**config.mk**
```make
export PLATFORM = sky130hd
export DESIGN_NAME = rfbc_bias_ctrl
export DESIGN_NICKNAME = d
export VERILOG_FILES = /design/src/rfbc_bias_ctrl.v /design/src/rfbc_level_decode.v
export VERILOG_INCLUDE_DIRS = /design/src
export SDC_FILE = /design/constraint.sdc
export NUM_CORES = 1
export LEC_CHECK = 0
export BUFFER_PORTS_ARGS = -buffer_cell sky130_fd_sc_hd__buf_2
export CORE_AREA = 4 4 41 43
export DETAILED_ROUTE_END_ITERATION = 10
export DIE_AREA = 0 0 45 47
export GPL_ROUTABILITY_DRIVEN = 0
export SYNTH_ARGS = -nofsm -noshare
export SYNTH_HDL_FRONTEND = slang
export SYNTH_SLANG_ARGS = --single-unit
```
**constraint.sdc**
```tcl
create_clock -name core_clk -period 1.2 [get_ports core_clk]
set_input_delay 0.24 -clock core_clk [delete_from_list [all_inputs] [get_ports core_clk]]
set_output_delay 0.24 -clock core_clk [all_outputs]
set_load 0.01 [all_outputs]
```
**src/rfbc_defines.vh**
```
`ifndef RFBC_DEFINES_VH
`define RFBC_DEFINES_VH

// ----------------------------------------------------------------------------
// control word layout
// ----------------------------------------------------------------------------
`define RFBC_CTRL_WIDTH      16
`define RFBC_OUT_ENABLE_BIT  14
`define RFBC_POL_SWAP_BIT    13
`define RFBC_TOPOLOGY_BIT    12

// ----------------------------------------------------------------------------
// reset values and topology encodings
// ----------------------------------------------------------------------------
`define RFBC_OUT_ENABLE_RST  1'h0
`define RFBC_POL_SWAP_RST    1'h0
`define RFBC_TOPOLOGY_RST    1'h0
`define RFBC_TOPOLOGY_DUAL   1'h0
`define RFBC_TOPOLOGY_SINGLE 1'h1

// ----------------------------------------------------------------------------
// activity states, one-hot
// ----------------------------------------------------------------------------
`define RFBC_ST_WIDTH        3
`define RFBC_ST_IDLE         3'h1
`define RFBC_ST_RX           3'h2
`define RFBC_ST_TX           3'h4

`endif

```
**src/rfbc_bias_ctrl.v**
```verilog
// Behaviour
// RULE1: pin driven only while enable is 1; otherwise released (high impedance).
// RULE2: when enabled, level set by topology first, then by transmit or receive.
// RULE3: single port ignores polarity swap; high in transmit, low in receive.
// RULE4: dual port: transmit 1, receive 0; polarity swap exchanges both levels.
// RULE5: pin has a defined state in idle, hibernate, doze, receive and transmit.
// RULE6: idle and low-power states drive low when enabled, released when disabled.
// RULE7: enable is control bit 14, reset 0, so pin starts released.
// RULE8: polarity swap is control bit 13, reset 0, used in dual port only.
// RULE9: topology is control bit 12: 0 dual port (reset), 1 single port.
`timescale 1ns/10ps
`default_nettype none
`include "rfbc_defines.vh"

module rfbc_bias_ctrl (
  input  wire                          core_clk,
  input  wire                          rst,
  input  wire [`RFBC_CTRL_WIDTH-1:0]   ctrlWrData,
  input  wire                          ctrlWrEn,
  input  wire                          rxActive,
  input  wire                          txActive,
  output wire                          rf_ctrl_out,
  output wire                          rfCtrlOutOe,
  output wire                          rf_ctrl_out_enable,
  output wire                          rf_ctrl_out_polarity_swap,
  output wire                          port_topology_select,
  output wire [`RFBC_ST_WIDTH-1:0]     activityState
);

  localparam [`RFBC_ST_WIDTH-1:0] ST_IDLE = `RFBC_ST_IDLE;
  localparam [`RFBC_ST_WIDTH-1:0] ST_RX   = `RFBC_ST_RX;
  localparam [`RFBC_ST_WIDTH-1:0] ST_TX   = `RFBC_ST_TX;

  reg                       enable_ff;
  reg                       polSwap_ff;
  reg                       topology_ff;
  reg [`RFBC_ST_WIDTH-1:0]  state_ff;
  reg [`RFBC_ST_WIDTH-1:0]  nxt_state;
  reg                       pinLevel_ff;
  reg                       pinDrive_ff;
  wire                      decDrive;
  wire                      decLevel;

  // --------------------------------------------------------------------------
  // control bits
  // --------------------------------------------------------------------------
  always @(posedge core_clk or posedge rst) begin
    if (rst) begin
      enable_ff   <= `RFBC_OUT_ENABLE_RST; // RULE7
      polSwap_ff  <= `RFBC_POL_SWAP_RST; // RULE8
      topology_ff <= `RFBC_TOPOLOGY_RST; // RULE9
    end else if (ctrlWrEn) begin
      enable_ff   <= ctrlWrData[`RFBC_OUT_ENABLE_BIT]; // RULE7
      polSwap_ff  <= ctrlWrData[`RFBC_POL_SWAP_BIT]; // RULE8
      topology_ff <= ctrlWrData[`RFBC_TOPOLOGY_BIT]; // RULE9
    end
  end

  // --------------------------------------------------------------------------
  // radio activity tracking
  // --------------------------------------------------------------------------
  always @* begin
    nxt_state = ST_IDLE;
    case (1'h1)
      txActive: nxt_state = ST_TX;
      rxActive: nxt_state = ST_RX;
      default:  nxt_state = ST_IDLE; // RULE5
    endcase
  end

  always @(posedge core_clk or posedge rst) begin
    if (rst) begin
      state_ff <= ST_IDLE;
    end else begin
      state_ff <= nxt_state;
    end
  end

  // --------------------------------------------------------------------------
  // output level
  // --------------------------------------------------------------------------
  rfbc_level_decode u_decode (
    .enable       (enable_ff),
    .singlePort   (topology_ff == `RFBC_TOPOLOGY_SINGLE), // RULE2
    .polaritySwap (polSwap_ff),
    .rxState      (state_ff == ST_RX),
    .txState      (state_ff == ST_TX),
    .drive        (decDrive),
    .level        (decLevel)
  );

  always @(posedge core_clk or posedge rst) begin
    if (rst) begin
      pinDrive_ff <= 1'h0; // RULE7
      pinLevel_ff <= 1'h0;
    end else begin
      pinDrive_ff <= decDrive; // RULE1 RULE5
      pinLevel_ff <= decLevel; // RULE2 RULE6
    end
  end

  assign rf_ctrl_out               = pinLevel_ff;
  assign rfCtrlOutOe               = pinDrive_ff;
  assign rf_ctrl_out_enable        = enable_ff;
  assign rf_ctrl_out_polarity_swap = polSwap_ff;
  assign port_topology_select      = topology_ff;
  assign activityState             = state_ff;

endmodule // rfbc_bias_ctrl

`default_nettype wire

```
**src/rfbc_level_decode.v**
```verilog
`timescale 1ns/10ps
`default_nettype none

// ----------------------------------------------------------------------------
// level decode for the front-end control pin
// ----------------------------------------------------------------------------
module rfbc_level_decode (
  input  wire enable,
  input  wire singlePort,
  input  wire polaritySwap,
  input  wire rxState,
  input  wire txState,
  output reg  drive,
  output reg  level
);

  always @* begin
    drive = enable; // RULE1
    level = 1'h0;
    if (!enable) begin
      level = 1'h0; // RULE1
    end else if (singlePort) begin
      level = txState; // RULE3
    end else if (txState || rxState) begin
      level = txState ^ polaritySwap; // RULE4 RULE8
    end else begin
      level = 1'h0; // RULE6
    end
  end

endmodule // rfbc_level_decode

`default_nettype wire

```
## Word-level counts from Yosys, hierarchy flattened

Cells that the tools add are included.

- Register bits after elaboration: 8
- Bits of input ports: 21
- Output and inout port bits: 8
- Logic and storage cells: 15

- Equal/unequal tests: 2
- Multiplexer cells: 5
- Bitwise gates (word level): 1
- Reduce and logical (&&, ||, !) cells: 1

Operators by type and width:

| cell | number |
|---|---|
| 3-bit by 2-bit equality test with 1-bit output, second input constant | 1 |
| 3-bit equality test, second input constant | 1 |
| 1-bit 2-to-1 mux | 3 |
| 3-bit 2-to-1 mux | 1 |
| 2-bit 2-to-1 mux | 1 |
| 1-bit logical OR | 1 |
| 1-bit XOR | 1 |

## Logic depth before layout (Yosys ltp)

- Word-level depth: 5
- Gate-level depth with buffers: 3
- Gate-level depth less buffers: 3

## By module

A second synthesis with hierarchy kept.

- Cell total of the unflattened synthesis: 21
- Area, all modules: 297.8 µm²

By module, submodules not included:

| module | instances | cells each | area each (µm²) | sequential area each (µm²) |
|---|---|---|---|---|
| rfbc_bias_ctrl | 1 | 16 | 264.0 | 201.4 |
| rfbc_level_decode | 1 | 5 | 33.8 | 0.0 |

## Worst setup path before layout

OpenSTA, ideal clock, no wires.

- Path kind: register to register
- From: reg topology_ff (netlist: port_topology_select)
- To: reg pinLevel_ff (netlist: rf_ctrl_out)
- Setup time: 0.080 ns
- Arrival: 0.846 ns
- Data required time: 1.120 ns
- Setup slack: 0.274 ns
- Stages on the path, launching flop included: 4
- Buffers on the path: 0
- Clock period less this slack: 0.926 ns
- Path through: dfrtp_1 -> and4bb_1 -> a21oi_1 -> nor3b_2

- Word-level cells in the longest chain between the ends: 2

RTL lines:

| element | RTL line | RTL |
|---|---|---|
| start, declared | rfbc_bias_ctrl.v:36 | `reg topology_ff;` |
| start signal, assigned | rfbc_bias_ctrl.v:51 | `` topology_ff <= `RFBC_TOPOLOGY_RST; `` |
| start signal, assigned | rfbc_bias_ctrl.v:55 | `` topology_ff <= ctrlWrData[`RFBC_TOPOLOGY_BIT]; `` |
| 1-bit 2-to-1 mux | rfbc_level_decode.v:22 | `end else if (singlePort) begin` |
| 1-bit 2-to-1 mux | rfbc_level_decode.v:20 | `if (!enable) begin` |
| via decLevel | rfbc_bias_ctrl.v:42 | `wire decLevel;` |
| end signal, assigned | rfbc_bias_ctrl.v:98 | `pinLevel_ff <= decLevel;` |
| end, declared | rfbc_bias_ctrl.v:39 | `reg pinLevel_ff;` |

The timed path passes the listed nets, and every way through them passes these cells.
A chain may end at the register's enable or synchronous reset.

## Worst setup path in the final report

- From: reg state_ff[0] (netlist: activityState[0])
- To: out activityState[0]

RTL lines:

| element | RTL line | RTL |
|---|---|---|
| start, declared | rfbc_bias_ctrl.v:37 | `` reg [`RFBC_ST_WIDTH-1:0] state_ff; `` |
| start signal, assigned | rfbc_bias_ctrl.v:75 | `state_ff <= nxt_state;` |
| end, declared | rfbc_bias_ctrl.v:27 | `` output wire [`RFBC_ST_WIDTH-1:0] activityState `` |

No word-level cell between the ends.

==> summary.txt <==
Design area -> 425.4 µm²
Power share of the clock group -> 35.2%
Worst IR Drop VDD -> 0.6740 mV
R2R Path End -> rf_ctrl_out
Via count -> 211
Finished Core Util -> 32.69%
Pins Over Slew Limit -> 0
Min Hold Slack -> 112.1 ps
# resized after CTS -> 0
Final nets -> 61
Avg WL per Cell -> 10.37 µm
Crit end category -> primary output
Pre-CTS WS -> 240.9 ps
Worst Reg2Reg Path Length in Cells -> 3
Htree depth -> 1
Worst EP arrival -> 910 ps
Synth unique cells -> 11
Pwr dens -> 1396 nW/µm²
Worst-path clk slew -> 50 ps
Sequential group share of total power -> 51.6%
Die height -> 47 µm
Count of final setup violators -> 0
Dpl cell area -> 389.1 µm²
Synth Warn # -> 0
Area of the multi-input gates -> 90.09 µm²
Hold buffers post-CTS -> 1
Setup Skew -> 4.320 ps
RSZ-0062 raised after global routing -> no
Effective utilization at floorplan -> 22.69%
Die area -> 2115 µm²
Clock sinks -> 8
Reg-to-Reg Start -> port_topology_select
Slew Limit Headroom -> 80.60%
FF+latch area -> 201.4 µm²
CP max FO -> 2
Layout Area Growth over Synthesis -> 44.07%
Antenna diode count -> 0
Pre-Repair DR Iteration Count -> 1
Total global routing overflow -> 0
Crit path largest cell delay -> 540 ps
GR Util All Layers -> 6.220%
Top cells by area, synth -> dfrtp_1 (59%), mux2_2 (11%), dfstp_2 (8.9%)
Slew @ Worst Pin -> 290.6 ps
Min-delay src -> rxActive
IO buf count -> 15
Internal power -> 0.4625 mW
Final period demand of the worst path -> 1147 ps
Mean Syn Cell Area -> 15.54 µm²
Syn Inst Count -> 19
Switching Share -> 22.15%
Initial DRC Count -> 0
Die width -> 45 µm
Register area share after synthesis -> 68.22%
Post-synthesis cell area -> 295.3 µm²
Final Hold Viols -> 0
Min-Delay Endpoint -> activityState[0]
Crit path cell chain -> buf_2
Core Rows -> 13
CP Buf/Inv Count -> 1
Root buf cell -> clkbuf_4
Area leader, netlist -> dfrtp_1
Gate power share -> 13.2%
Leakage -> 0.2159 nW
CTS buffer count -> 3
Share of cells above drive strength 1 -> 61.54%
Fillers -> 141
Setup TNS -> 0 ps
Core area -> 1301 µm²
Final Worst Setup Slack -> 52.61 ps
Flop-to-flop setup slack -> 240 ps
Drt drc -> 0
Routed vias/inst -> 3.907
Worst EP required -> 960 ps
Number of synthesized register bits -> 8
Tcrit/Tclk final -> 95.62%
Switching power total -> 0.1315 mW
Vias in the first global route -> 213
Slowest-stage cell, CP -> dfstp_2
Status -> completed
Hold Path Depth -> 2
Pin count of the biggest net entering global routing -> 9
CTS tree -> built
Clock Latency Late Sink -> 240 ps
Worst Hold Class -> in -> reg
Crit start category -> flop
Ports -> 29
# Post-CTS Setup Buffers -> 0
Max cap viols -> 0
Bufs on Longest Clock Path -> 2
Post-route ant nets -> 0
Top cell type's share of synthesized area -> 59.32%
Initial antenna violation count -> 0
Routed WL -> 560 µm
FMAX -> 871.5 MHz
First-pass GRT wire length -> 855 µm
Post-Synthesis Net Count -> 40
Critical path type -> reg -> out
CP top delay family -> flip-flops
[cell usage in the layout (no fill, tap or decap), types with 3 or more instances in the layout]
master	count
dfrtp_1	7
clkbuf_4	3
mux2_2	3
buf_2	15
[cell families (layout without fill, tap and decap cells)]
group / after synthesis / count (layout) / share of synthesized area, %
flip-flops: 8 / 8 / 68.22
AND/OR/NAND/NOR: 6 / 6 / 17.37
multiplexers: 3 / 3 / 11.44
AO/OA/AOI/OAI: 1 / 1 / 1.693
buffers and inverters: 1 / 21 / 1.270
[worst max-delay path by stage]
stage               slack (ps)                      start                to  cells after the start
floorplan                  270       port_topology_select       rf_ctrl_out                      3
global route                20           activityState[0]  activityState[0]                      1
detailed placement         240       port_topology_select       rf_ctrl_out                      3
finish                      50           activityState[0]  activityState[0]                      1
CTS                         40           activityState[0]  activityState[0]                      1
global placement           270  rf_ctrl_out_polarity_swap       rf_ctrl_out                      3
[power groups by stage]
stage	clock, mW	combinational (mW)	sequential, mW
2_1_floorplan	0	0.0286	0.320
3_3_place_gp	0	0.0774	0.310
3_5_place_dp	0	0.0782	0.312
4_1_cts	0.223	0.0806	0.307
5_1_grt	0.236	0.0864	0.310
6_report	0.209	0.0783	0.307
[metal layers]
layer | vias up | track usage (%) | part of all wire (%)
met5 | - | 0 | 0
met4 | 0 | 3.509 | 0
met3 | 0 | 3.448 | 4.1
met2 | 3 | 12.71 | 66
met1 | 103 | 4.206 | 29
li1 | 105 | - | -
[state kept, by name, summed over array words and instances (netlist names)]
signal / flops
rf_ctrl_out_enable: 1
rf_ctrl_out: 1
port_topology_select: 1
activityState: 3
rf_ctrl_out_polarity_swap: 1
rfCtrlOutOe: 1
[per-stage QoR]
stage / instances / total power [mW]
3_3_place_gp: 49 / 0.3879
3_5_place_dp: 49 / 0.3902
4_1_cts: 54 / 0.6111
5_1_grt: 54 / 0.6326
2_1_floorplan: 19 / 0.3487
6_report: 54 / 0.5940
[synthesized netlist by cell type]
cell type,instances
nand2b_2,1
and4bb_1,1
and2b_1,1
nor3b_2,1
mux2_2,3
dfstp_2,1
dfrtp_1,7
nor2b_1,1
inv_1,1
a21oi_1,1
nor2_1,1
[worst register-to-register path, cell delays in order (launching register included)]
cell	delay, ps
dfrtp_1	400
and4bb_1	270
a21oi_1	50
nor3b_2	160
[final cells by class]
type / count / share of cell area [%]
multi-input combinational: 10 / 21.18
timing repair buffer: 16 / 20.00
sequential: 8 / 47.35
tap: 15 / 4.412
clock buffer: 4 / 6.176
inverter: 1 / 0.8824
(Power assumes the default switching activity.)
